[config.mk]
export PLATFORM = sky130hd
export DESIGN_NAME = uog_global
export DESIGN_NICKNAME = d
export VERILOG_FILES = /design/src/logic/uog_pkg.sv /design/src/logic/uog_global.sv
export SDC_FILE = /design/constraint.sdc
export NUM_CORES = 1
export LEC_CHECK = 0
export BUFFER_PORTS_ARGS = -buffer_cell sky130_fd_sc_hd__buf_2
export CORE_MARGIN = 2
export CORE_UTILIZATION = 54
export DETAILED_ROUTE_END_ITERATION = 16
export HOLD_SLACK_MARGIN = 0.02
export PLACE_DENSITY_LB_ADDON = 0.2
export SLEW_MARGIN = 20
export SYNTH_ARGS = -nofsm -noshare
export SYNTH_HDL_FRONTEND = slang
export SYNTH_SLANG_ARGS = --single-unit
[constraint.sdc]
create_clock -name clk_i -period 3.6 [get_ports clk_i]
set_input_delay 0.72 -clock clk_i [delete_from_list [all_inputs] [get_ports clk_i]]
set_output_delay 0.72 -clock clk_i [all_outputs]
set_load 0.02 [all_outputs]
[src/logic/uog_pkg.sv]
// Overview of operation
// [RQ1] Bit 0 of control-status reports last session request result, read-only.
// [RQ2] Session request bit 1; write 0 clears only while change flag set.
// [RQ3] Negotiation result bit 8, read-only, cleared when request bit set.
// [RQ4] Bit 9 sends negotiation request; cleared like session request bit.
// [RQ5] Bit 10 host-side and bit 11 device-side negotiation enables.
// [RQ6] Bit 16 shows connector identity: 0 A-device, 1 B-device.
// [RQ7] Bit 17 shows debounce length used: 0 long, 1 short.
// [RQ8] Bits 18 and 19 show A and B session valid.
// [RQ9] Event bit 2 sets when supply drops below 0.8V; write 1 clears.
// [RQ10] Event bits 8 and 9 set on success status changes; write 1 clears.
// [RQ11] Event bit 17 on negotiation request, bit 18 on A-side timeout.
// [RQ12] Event bit 19 on debounce done, host mode, both protocols enabled.
// [RQ13] Config bit 0 gates the interrupt output; reset value masks it.
// [RQ14] Config bits 7 and 8 select half or full empty FIFO levels.
// [RQ15] Link config bits 2:0 add delay to timeout calibration.
// [RQ16] Bits 8 and 9 enable session and negotiation protocols.
// [RQ17] Field 13:10 holds turnaround time in 48MHz clocks.
// [RQ18] Bit 29 forces host, bit 30 forces device, else follow detection.
// [RQ19] Core soft reset clears control-status, flags, flushes both FIFOs.
// [RQ20] Bit 1 resets bus-domain logic; bit 2 resets host frame counter.
// [RQ21] Bit 4 flushes receive FIFO, self-clears after flush completes.
// [RQ22] Bit 5 flushes FIFO chosen by 10:6; field locked during flush.
// [RQ23] An event arriving with its clear keeps the flag set.
package uog_pkg;
  // Register byte offsets
  localparam logic [7:0] OFS_CTRL_STS = 8'h00;
  localparam logic [7:0] OFS_EVENTS = 8'h04;
  localparam logic [7:0] OFS_BUS_CFG = 8'h08;
  localparam logic [7:0] OFS_LINK_CFG = 8'h0C;
  localparam logic [7:0] OFS_RST_CTRL = 8'h10;
  localparam logic [7:0] OFS_CORE_IRQ = 8'h14;
  // Reset values
  localparam logic [31:0] RST_CTRL_STS = 32'h0000_0800;
  localparam logic [31:0] RST_LINK_CFG = 32'h0000_0A00;
  localparam logic [31:0] RST_RST_CTRL = 32'h2000_0000;
  localparam logic [31:0] RST_CORE_IRQ = 32'h0400_0020;
  // Writable bits of the control-status, event, bus and link configuration registers
  localparam logic [31:0] WM_CTRL_STS = 32'h0000_0E02;
  localparam logic [31:0] WM_EVENTS = 32'h000F_0304;
  localparam logic [31:0] WM_BUS_CFG = 32'h0000_0181;
  localparam logic [31:0] WM_LINK_CFG = 32'h6000_3F07;
  // Field positions
  localparam int B_SESSION_REQUEST_OK = 0;
  localparam int B_SESSION_REQUEST = 1;
  localparam int B_NEG_OK = 8;
  localparam int B_NEG_REQ = 9;
  localparam int B_HNEG_EN = 10;
  localparam int B_DNEG_EN = 11;
  localparam int B_ID = 16;
  localparam int B_DEB_LEN = 17;
  localparam int B_A_VALID = 18;
  localparam int B_B_VALID = 19;
  localparam int B_SESS_END = 2;
  localparam int B_SOK_CHG = 8;
  localparam int B_NOK_CHG = 9;
  localparam int B_NEG_DET = 17;
  localparam int B_A_TOUT = 18;
  localparam int B_DEB_DONE = 19;
  localparam int B_IRQ_GATE = 0;
  localparam int B_TX_LVL = 7;
  localparam int B_PTX_LVL = 8;
  localparam int B_SRP_EN = 8;
  localparam int B_HNP_EN = 9;
  localparam int B_F_HOST = 29;
  localparam int B_F_DEV = 30;
  localparam int B_CORE_RST = 0;
  localparam int B_BUS_RST = 1;
  localparam int B_FRM_RST = 2;
  localparam int B_RX_FLUSH = 4;
  localparam int B_TX_FLUSH = 5;
  localparam int B_MST_IDLE = 31;
  localparam int B_CORE_OTG = 2;
  // Timing counts in clk_i cycles
  localparam logic [3:0] FLUSH_CYCLES = 4'h8;
  localparam logic [3:0] SOFT_RST_CYCLES = 4'h8;

  // Transceiver side levels, synchronised as one group
  typedef struct packed {
    logic id_b_device;
    logic a_valid;
    logic b_valid;
    logic vbus_low;
    logic session_request_ok;
    logic neg_ok;
    logic neg_seen;
    logic a_timeout;
    logic debounced;
    logic short_debounce;
    logic host_detect;
  } uog_pin_t;

  // Control levels handed to the rest of the core
  typedef struct packed {
    logic session_request;
    logic vbus_request;
    logic negotiation_request;
    logic host_neg_en;
    logic dev_neg_en;
    logic srp_en;
    logic hnp_en;
    logic [2:0] timeout_cal;
    logic [3:0] turnaround_time;
    logic host_mode;
    logic tx_empty_level;
    logic ptx_empty_level;
  } uog_ctrl_t;
endpackage : uog_pkg

[src/logic/uog_global.sv]
`timescale 1ns/1ps
module uog_global
  import uog_pkg::*;
(
  // Clock and reset
  input wire logic clk_i,
  input wire logic rst_i,
  // Wishbone slave
  input wire logic wb_cyc_i,
  input wire logic wb_stb_i,
  input wire logic wb_we_i,
  input wire logic [7:0] wb_adr_i,
  input wire logic [3:0] wb_sel_i,
  input wire logic [31:0] wb_dat_i,
  output logic [31:0] wb_dat_o,
  output logic wb_ack_o,
  // Transceiver side pins, asynchronous
  input wire uog_pin_t pin_i,
  // Core side status, same clock
  input wire logic [31:0] core_irq_i,
  input wire logic bus_master_idle_i,
  // Control outputs
  output uog_ctrl_t ctrl_o,
  output logic core_soft_reset_o,
  output logic bus_domain_soft_reset_o,
  output logic frame_counter_reset_o,
  output logic rx_fifo_flush_o,
  output logic tx_fifo_flush_o,
  output logic [4:0] tx_fifo_select_o,
  output logic irq_o
);

  //////////////////////////////////////////////////////////////////////////
  // Pin synchronisers

  uog_pin_t meta_r;
  uog_pin_t sync_r;
  uog_pin_t prev_r;

  // Two flops, then a history stage for edge detection
  always_ff @(posedge clk_i) begin
    if (rst_i) begin
      meta_r <= '0;
      sync_r <= '0;
      prev_r <= '0;
    end else begin
      meta_r <= pin_i;
      sync_r <= meta_r;
      prev_r <= sync_r;
    end
  end

  //////////////////////////////////////////////////////////////////////////
  // Wishbone decode

  logic ack_r;
  logic [31:0] rdat_r;
  logic [31:0] ctrl_r;
  logic [31:0] ev_r;
  logic [31:0] bcfg_r;
  logic [31:0] lcfg_r;
  logic neg_ok_r;
  logic core_rst_r;
  logic bus_rst_r;
  logic frm_rst_r;
  logic rx_fl_r;
  logic tx_fl_r;
  logic [4:0] tx_sel_r;
  logic [3:0] rst_cnt_r;
  logic [3:0] rx_cnt_r;
  logic [3:0] tx_cnt_r;

  wire req = wb_cyc_i & wb_stb_i;
  // Write takes effect on the edge where ack is sampled
  wire wr = req & wb_we_i & ack_r;
  wire [31:0] lane = {{8{wb_sel_i[3]}}, {8{wb_sel_i[2]}},
                      {8{wb_sel_i[1]}}, {8{wb_sel_i[0]}}};
  wire [31:0] wset = wb_dat_i & lane;
  wire [31:0] wclr = ~wb_dat_i & lane;
  wire hit_cs = wb_adr_i == OFS_CTRL_STS;
  wire hit_ev = wb_adr_i == OFS_EVENTS;
  wire hit_bc = wb_adr_i == OFS_BUS_CFG;
  wire hit_lc = wb_adr_i == OFS_LINK_CFG;
  wire hit_rc = wb_adr_i == OFS_RST_CTRL;
  wire hit_ci = wb_adr_i == OFS_CORE_IRQ;
  wire wr_cs = wr & hit_cs;
  wire wr_ev = wr & hit_ev;
  wire wr_bc = wr & hit_bc;
  wire wr_lc = wr & hit_lc;
  wire wr_rc = wr & hit_rc;

  //////////////////////////////////////////////////////////////////////////
  // Read-back values

  wire [31:0] cs_view = (ctrl_r & WM_CTRL_STS)
    | (32'(sync_r.session_request_ok) << B_SESSION_REQUEST_OK) // [RQ1]
    | (32'(neg_ok_r) << B_NEG_OK) // [RQ3]
    | (32'(sync_r.id_b_device) << B_ID) // [RQ6]
    | (32'(sync_r.short_debounce) << B_DEB_LEN) // [RQ7]
    | (32'(sync_r.a_valid) << B_A_VALID) // [RQ8]
    | (32'(sync_r.b_valid) << B_B_VALID); // [RQ8]
  wire [31:0] rc_view = RST_RST_CTRL
    | (32'(core_rst_r) << B_CORE_RST)
    | (32'(bus_rst_r) << B_BUS_RST)
    | (32'(frm_rst_r) << B_FRM_RST)
    | (32'(rx_fl_r) << B_RX_FLUSH)
    | (32'(tx_fl_r) << B_TX_FLUSH)
    | {21'h00_0000, tx_sel_r, 6'h00}
    | (32'(bus_master_idle_i) << B_MST_IDLE);
  // Core status with the OTG summary bit folded in
  wire [31:0] ci_view = core_irq_i
    | (32'(|ev_r) << B_CORE_OTG);
  wire [31:0] rd_mux = hit_cs ? cs_view
    : hit_ev ? ev_r
    : hit_bc ? bcfg_r
    : hit_lc ? lcfg_r
    : hit_rc ? rc_view
    : hit_ci ? ci_view
    : 32'h0000_0000;

  // One wait state; unmapped addresses answer with zero
  always_ff @(posedge clk_i) begin
    if (rst_i) begin
      ack_r <= 1'b0;
      rdat_r <= 32'h0000_0000;
    end else begin
      ack_r <= req & ~ack_r & ~core_rst_r; // [RQ19]
      rdat_r <= rd_mux;
    end
  end

  //////////////////////////////////////////////////////////////////////////
  // Event detection

  wire sok_chg = sync_r.session_request_ok ^ prev_r.session_request_ok; // [RQ10]
  wire neg_clear = wr_cs & wb_sel_i[1] & wb_dat_i[B_NEG_REQ]; // [RQ3]
  wire neg_ok_nxt = neg_clear ? 1'b0
    : (sync_r.neg_ok & ~prev_r.neg_ok) ? 1'b1
    : (~sync_r.neg_ok & prev_r.neg_ok) ? 1'b0
    : neg_ok_r;
  wire nok_chg = neg_ok_nxt ^ neg_ok_r; // [RQ10]
  wire host_mode_nxt = lcfg_r[B_F_HOST]
    | (~lcfg_r[B_F_DEV] & sync_r.host_detect); // [RQ18]
  wire deb_ok = host_mode_nxt & lcfg_r[B_SRP_EN]
    & lcfg_r[B_HNP_EN]; // [RQ12]
  wire [31:0] ev_set = 
      (32'(sync_r.vbus_low & ~prev_r.vbus_low) << B_SESS_END) // [RQ9]
    | (32'(sok_chg) << B_SOK_CHG)
    | (32'(nok_chg) << B_NOK_CHG)
    | (32'(sync_r.neg_seen & ~prev_r.neg_seen) << B_NEG_DET) // [RQ11]
    | (32'(sync_r.a_timeout & ~prev_r.a_timeout) << B_A_TOUT) // [RQ11]
    | (32'(deb_ok & sync_r.debounced & ~prev_r.debounced)
       << B_DEB_DONE);
  // Write-one-to-clear; a set in the same cycle wins
  wire [31:0] ev_w1c = wr_ev ? (wset & WM_EVENTS) : 32'h0000_0000;
  wire [31:0] ev_nxt = (ev_r & ~ev_w1c) | ev_set; // [RQ23]
  // Falling change flag releases both request bits
  wire nok_fall = ev_r[B_NOK_CHG] & ~ev_nxt[B_NOK_CHG];

  // Event flags and negotiation result
  always_ff @(posedge clk_i) begin
    if (rst_i | core_rst_r) begin // [RQ19]
      ev_r <= 32'h0000_0000;
      neg_ok_r <= 1'b0;
    end else begin
      ev_r <= ev_nxt; // [RQ9] [RQ10] [RQ11] [RQ12]
      neg_ok_r <= neg_ok_nxt;
    end
  end

  //////////////////////////////////////////////////////////////////////////
  // Control-status register

  // Zero writes to request bits count only while the change flag is set
  wire [31:0] cs_clr_ok = ev_r[B_NOK_CHG] ? WM_CTRL_STS
    : (WM_CTRL_STS & ~((32'h1 << B_SESSION_REQUEST) | (32'h1 << B_NEG_REQ)));
  wire [31:0] cs_wr = (ctrl_r | (wset & WM_CTRL_STS))
    & ~(wclr & cs_clr_ok); // [RQ2] [RQ4] [RQ5]
  wire [31:0] cs_auto = nok_fall
    ? ~((32'h1 << B_SESSION_REQUEST) | (32'h1 << B_NEG_REQ))
    : 32'hFFFF_FFFF; // [RQ2] [RQ4]
  wire [31:0] cs_nxt = (wr_cs ? cs_wr : ctrl_r) & cs_auto;

  always_ff @(posedge clk_i) begin
    if (rst_i | core_rst_r) begin // [RQ19]
      ctrl_r <= RST_CTRL_STS;
    end else begin
      ctrl_r <= cs_nxt;
    end
  end

  //////////////////////////////////////////////////////////////////////////
  // Configuration registers, kept through core soft reset

  wire [31:0] bc_nxt = (bcfg_r & ~(lane & WM_BUS_CFG))
    | (wset & WM_BUS_CFG); // [RQ13] [RQ14]
  wire [31:0] lc_nxt = (lcfg_r & ~(lane & WM_LINK_CFG))
    | (wset & WM_LINK_CFG); // [RQ15] [RQ16] [RQ17] [RQ18]

  always_ff @(posedge clk_i) begin
    if (rst_i) begin
      bcfg_r <= 32'h0000_0000;
      lcfg_r <= RST_LINK_CFG;
    end else begin
      bcfg_r <= wr_bc ? bc_nxt : bcfg_r;
      lcfg_r <= wr_lc ? lc_nxt : lcfg_r;
    end
  end

  //////////////////////////////////////////////////////////////////////////
  // Soft resets and flushes

  wire set_core = wr_rc & wset[B_CORE_RST];
  wire set_bus = wr_rc & wset[B_BUS_RST];
  wire set_frm = wr_rc & wset[B_FRM_RST] & host_mode_nxt; // [RQ20]
  wire set_rx = wr_rc & wset[B_RX_FLUSH]; // [RQ21]
  wire set_tx = wr_rc & wset[B_TX_FLUSH]; // [RQ22]
  // Select field may change only while no transmit flush runs
  wire sel_wr = wr_rc & ~tx_fl_r & wb_sel_i[0] & wb_sel_i[1]; // [RQ22]
  wire rst_done = rst_cnt_r == SOFT_RST_CYCLES;
  wire rx_done = rx_cnt_r == FLUSH_CYCLES;
  wire tx_done = tx_cnt_r == FLUSH_CYCLES;

  // Core and bus soft resets self-clear after a fixed count; frame reset lasts one cycle
  always_ff @(posedge clk_i) begin
    if (rst_i) begin
      core_rst_r <= 1'b0;
      bus_rst_r <= 1'b0;
      frm_rst_r <= 1'b0;
      rst_cnt_r <= 4'h0;
    end else begin
      core_rst_r <= set_core | (core_rst_r & ~rst_done); // [RQ19]
      bus_rst_r <= set_bus | (bus_rst_r & ~rst_done); // [RQ20]
      frm_rst_r <= set_frm; // [RQ20]
      rst_cnt_r <= (core_rst_r | bus_rst_r) & ~rst_done
        ? rst_cnt_r + 4'h1 : 4'h0;
    end
  end

  // Flush bits stay set until the flush has run its course
  always_ff @(posedge clk_i) begin
    if (rst_i) begin
      rx_fl_r <= 1'b0;
      tx_fl_r <= 1'b0;
      rx_cnt_r <= 4'h0;
      tx_cnt_r <= 4'h0;
      tx_sel_r <= 5'h00;
    end else begin
      rx_fl_r <= set_rx | core_rst_r | (rx_fl_r & ~rx_done); // [RQ21]
      tx_fl_r <= set_tx | core_rst_r | (tx_fl_r & ~tx_done); // [RQ22]
      rx_cnt_r <= rx_fl_r & ~rx_done ? rx_cnt_r + 4'h1 : 4'h0;
      tx_cnt_r <= tx_fl_r & ~tx_done ? tx_cnt_r + 4'h1 : 4'h0;
      tx_sel_r <= sel_wr ? wb_dat_i[10:6] : tx_sel_r;
    end
  end

  //////////////////////////////////////////////////////////////////////////
  // Registered outputs

  uog_ctrl_t ctrl_nxt;
  always_comb begin
    ctrl_nxt = '0;
    ctrl_nxt.session_request = cs_nxt[B_SESSION_REQUEST];
    ctrl_nxt.vbus_request = cs_nxt[B_SESSION_REQUEST] & lcfg_r[B_SRP_EN]; // [RQ16]
    ctrl_nxt.negotiation_request = cs_nxt[B_NEG_REQ]; // [RQ4]
    ctrl_nxt.host_neg_en = cs_nxt[B_HNEG_EN] & host_mode_nxt; // [RQ5]
    ctrl_nxt.dev_neg_en = cs_nxt[B_DNEG_EN] & ~host_mode_nxt; // [RQ5]
    ctrl_nxt.srp_en = lcfg_r[B_SRP_EN]; // [RQ16]
    ctrl_nxt.hnp_en = lcfg_r[B_HNP_EN]; // [RQ16]
    ctrl_nxt.timeout_cal = lcfg_r[2:0]; // [RQ15]
    ctrl_nxt.turnaround_time = lcfg_r[13:10]; // [RQ17]
    ctrl_nxt.host_mode = host_mode_nxt; // [RQ18]
    ctrl_nxt.tx_empty_level = bcfg_r[B_TX_LVL]; // [RQ14]
    ctrl_nxt.ptx_empty_level = bcfg_r[B_PTX_LVL]; // [RQ14]
  end

  always_ff @(posedge clk_i) begin
    if (rst_i) begin
      ctrl_o <= '0;
      irq_o <= 1'b0;
    end else begin
      ctrl_o <= core_rst_r ? '0 : ctrl_nxt; // [RQ19]
      irq_o <= bcfg_r[B_IRQ_GATE] & (|ci_view); // [RQ13]
    end
  end

  assign wb_ack_o = ack_r;
  assign wb_dat_o = rdat_r;
  assign core_soft_reset_o = core_rst_r;
  assign bus_domain_soft_reset_o = bus_rst_r;
  assign frame_counter_reset_o = frm_rst_r;
  assign rx_fifo_flush_o = rx_fl_r;
  assign tx_fifo_flush_o = tx_fl_r;
  assign tx_fifo_select_o = tx_sel_r;

endmodule : uog_global

==> out/results.md <==
## Yosys
- 0.260 — simple-gate area share of the yosys netlist
- 0 — warnings from Yosys
- 0.0128 — parity-gate share of the synthesized area counting xor and xnor cells
- 598 — Synth Net Count
- sky130_fd_sc_hd__dfxtp_1 — leading register cell type out of synthesis
- 48 — Cell variety after synth
- 0.0157 — adder-cell share of the synthesized area
- 0.0833 — compound-gate portion of the synthesized area
- 0.522 — Seq/Total Area, Yosys
- 4790 sq um — post-synthesis instance area
- 0.0660 — multiplexer fraction of the synthesized cell area
- 499 — number of instances in the synthesized netlist
- 0 — post-synthesis async set-or-reset flop share
- simple AND/OR/NAND/NOR gates — combinational family with the most area after synthesis
- 0 — number of enable flip-flop cells after synthesis
- 9.61 sq um — Avg Synthesized Cell Area
- 125 — number of register bits inferred by synthesis

## Global route
- 20300 um — global-route wire length before repair
- 0 — total congestion overflow after global routing
- 4050 — via count of the first global-routing pass
- 0.269 — GR Util All Layers
- 0.438 — global routing usage on met2
- met2 — busiest grt layer
- 0.0902 — M3 GR Usage
- 0.335 — met1 track demand over resource
- 0 — initial antenna violation count
- 47 — maximum number of pins on one net before global-route repair

## Timing
- 0 — number of failing hold endpoints at the final stage
- no — unrepaired setup endpoints after global routing
- 0.790 ns — worst-margin pin slew
- 0 — final count of negative-setup-slack endpoints
- 392 MHz — fmax
- 0.471 — headroom to the max-slew limit
- 2.55 ns — fin crit period
- 0.709 — post-route clock period utilization
- 0 — number of pins exceeding their max-slew limit in the final report
- 1.05 ns — setup ws final
- 0 ns — Sum Neg Setup Slack
- 0.00470 ns — clock skew

## Clock network
- done — clock tree from TritonCTS
- 0.51 ns — worst-skew pair later-pin latency
- 0 — # hold bufs at CTS
- sky130_fd_sc_hd__clkbuf_8 — cell at the root of the clock tree
- 2 — maximum clock insertion buffer count
- 0.06 ns — CTS clk-pin slew, worst paths
- 125 — clock sink count
- 0 — number of instances resized during post-cts repair
- 4 — total number of H-tree levels
- 0 — post-CTS setup buffer count
- 17 — clock buffers created by TritonCTS

## Cells and area
- 27.4% — area growth from synthesis to layout
- 755 — Layout Cells excl Fill
- 2100 sq um — area of the multi-input gates
- 0.704 — final core utilization
- 734 — nets@finish
- 0 — ANT cells
- 681 — number of fill cells
- 0.300 — fraction of final layout cells with drive strength greater than 1
- 2500 sq um — register cell area after layout

## Drt
- 0 — post-route DRC violation count
- 12800 um — final wirelength
- 5 — length of the first detailed-routing pass in iterations
- 17.0 um — mean routed wirelength per cell
- 4149 — Vias
- 5.50 — routed vias/inst
- 321 — iteration-0 DRC count of the detailed router
- 0 — count of nets left with antenna violations after detail routing

## Die
- 0.552 — initial core utilization
- 98.2 um — Die Y
- 34 — site row count
- 9650 sq um — Die Outline Area
- 98.2 um — horizontal die dimension
- 8680 sq um — Floorplan Core Area
- 154 — top-level port count

## Job
- 0 — max-capacitance violation count

## Power and ir drop
- 530 nW/um^2 — power density of the placed cells
- 0.051 — Logic pwr share
- 0.000341 V — IR Drop Worst-Case VDD
- 0.700 mW — switching component of the power
- 0.437 — Flop pwr share
- 2.53 mW — internal power component
- 2.65 nW — Lkg Pwr
- 0.511 — share of total power in the clock network
- 0.217 — fraction of power spent switching nets

## Place
- 140 — number of buffers added on ports
- 9010 um — dpl hpwl
- 724 — placed cell count
- 0.864 — gpl congestion
- 0.603 ns — DP Worst Slack

## Setup path
- 4.00 ns — endpoint required time on the critical path
- primary input — type of origin of the critical path
- 11 — largest fanout on the critical path
- primary input to flip-flop — startpoint-to-endpoint class of the critical path
- flip-flop — category of the worst setup path capture point
- 2.95 ns — Arrival @ worst endpoint

## Outcome
- finished clean — result of the run

## Worst hold path
- primary input to flip-flop — Worst Hold Class

[logic make-up (layout without fill, tap and decap cells)]
logic type | count (synthesis) | after routing
AND/OR/NAND/NOR | 223 | 223
flip-flops | 125 | 125
AO/OA/AOI/OAI | 63 | 63
buffers and inverters | 44 | 192
multiplexers | 31 | 31
XOR/XNOR | 7 | 7
adder cells (fa/ha/maj) | 6 | 6
[per-layer routing]
layer  vias to the layer above  part of all wire
met5                         -                 0
met4                         0             0.022
met3                        38             0.097
met2                       237              0.47
met1                      1900              0.41
li1                       1974                 -
[power by group through the flow]
stage                     Sequential (mW)  Clock (mW)  Combinational, mW
after floorplan                      1.44           0             0.0771
after detailed placement             1.44           0              0.160
after global placement               1.44           0              0.159
after global routing                 1.42        1.74              0.179
after CTS                            1.41        1.68              0.162
final                                1.41        1.65              0.165
[per-stage QoR]
step,area [sq um],hold WS [ns],power (mW)
finish,6110,0.388,3.23
global route,6110,0.380,3.33
CTS,6110,0.370,3.25
detailed placement,5530,0.423,1.60
global placement,5530,0.418,1.60
floorplan,4790,0.414,1.52
[placed cells by master (no fill, tap or decap), types with 2 or more instances in the layout]
cell type / synthesis / routed
sky130_fd_sc_hd__nor3_4: 3 / 3
sky130_fd_sc_hd__nor3_2: 3 / 3
sky130_fd_sc_hd__a211o_1: 2 / 2
sky130_fd_sc_hd__nor3_1: 12 / 12
sky130_fd_sc_hd__and3_1: 6 / 6
sky130_fd_sc_hd__a211oi_1: 2 / 2
sky130_fd_sc_hd__bufinv_16: 0 / 3
sky130_fd_sc_hd__clkbuf_16: 0 / 16
sky130_fd_sc_hd__buf_2: 0 / 140
sky130_fd_sc_hd__a221oi_1: 2 / 2
sky130_fd_sc_hd__a31oi_1: 5 / 5
sky130_fd_sc_hd__or3_1: 2 / 2
sky130_fd_sc_hd__nand3_1: 5 / 5
sky130_fd_sc_hd__and4_1: 2 / 2
sky130_fd_sc_hd__clkbuf_8: 0 / 2
sky130_fd_sc_hd__nand2b_1: 9 / 9
sky130_fd_sc_hd__xnor2_1: 4 / 4
sky130_fd_sc_hd__a22oi_1: 12 / 12
sky130_fd_sc_hd__a21oi_1: 18 / 18
sky130_fd_sc_hd__a22o_1: 3 / 3
sky130_fd_sc_hd__clkinvlp_4: 0 / 3
sky130_fd_sc_hd__mux2i_1: 26 / 26
sky130_fd_sc_hd__ha_1: 6 / 6
sky130_fd_sc_hd__mux2_2: 5 / 5
sky130_fd_sc_hd__dfxtp_1: 125 / 125
sky130_fd_sc_hd__nor3b_1: 2 / 2
sky130_fd_sc_hd__xor2_1: 3 / 3
sky130_fd_sc_hd__nor4_1: 13 / 13
sky130_fd_sc_hd__buf_4: 3 / 3
sky130_fd_sc_hd__nand2_1: 26 / 26
sky130_fd_sc_hd__nor2b_1: 37 / 37
sky130_fd_sc_hd__and2_1: 26 / 26
sky130_fd_sc_hd__o21ai_0: 13 / 13
sky130_fd_sc_hd__clkinv_2: 0 / 5
sky130_fd_sc_hd__inv_1: 18 / 18
sky130_fd_sc_hd__nor2_1: 59 / 59
sky130_fd_sc_hd__or2_2: 5 / 5
sky130_fd_sc_hd__nand4_1: 6 / 6
[Yosys cell counts (all sizes together), types with 2 or more instances]
cell type  instances  area [sq um]
a31oi              5          31.3
or2                6          37.5
and4               2          17.5
nand4              6          37.5
inv               18          67.6
xnor2              4          35.0
nor2              59           221
clkbuf            19          71.3
a211oi             2          15.0
dfxtp            125          2500
mux2i             26           260
or3                2          12.5
a211o              2          17.5
nand2             26          97.6
a221oi             2          17.5
xor2               3          26.3
nand3              5          25.0
mux2               5          56.3
and2              26           163
a21oi             18          90.1
a22oi             12          90.1
nor3              18           139
nor2b             37           231
nor4              15           115
and3               6          37.5
o21ai             14          70.1
buf                7          52.6
nor3b              2          15.0
nand2b             9          56.3
ha                 6          75.1
a22o               3          26.3
[final cells by class]
type	count	share of cell area
clock buffer	19	0.0707
sequential	125	0.410
multi-input combinational	330	0.344
inverter	18	0.0111
timing repair buffer	143	0.118
tap	108	0.0221
clock inverter	12	0.0240
[path summary, 6_finish.rpt]
check	start	end	slack [ns]	cells past startpoint
max	wb_adr_i[1]	flip-flop	1.05	6
min	wb_dat_i[16]	ev_r[16]$_SDFF_PP0_	0.39	2
max reg2reg	wb_ack_o$_SDFF_PP0_	tx_fifo_select_o[1]$_SDFFE_PP0P_	1.50	5
min reg2reg	meta_r[2]$_SDFF_PP0_	sync_r[2]$_SDFF_PP0_	0.44	1
[critical path, cell delays in order]
cell and delay [ns]:
sky130_fd_sc_hd__buf_2 0.10, sky130_fd_sc_hd__or4_4 0.58, sky130_fd_sc_hd__or3_1 0.61, sky130_fd_sc_hd__nor3_4 0.53, sky130_fd_sc_hd__nor2b_1 0.11, sky130_fd_sc_hd__a211o_1 0.28
Note: power is estimated with default switching activity, not from simulation.
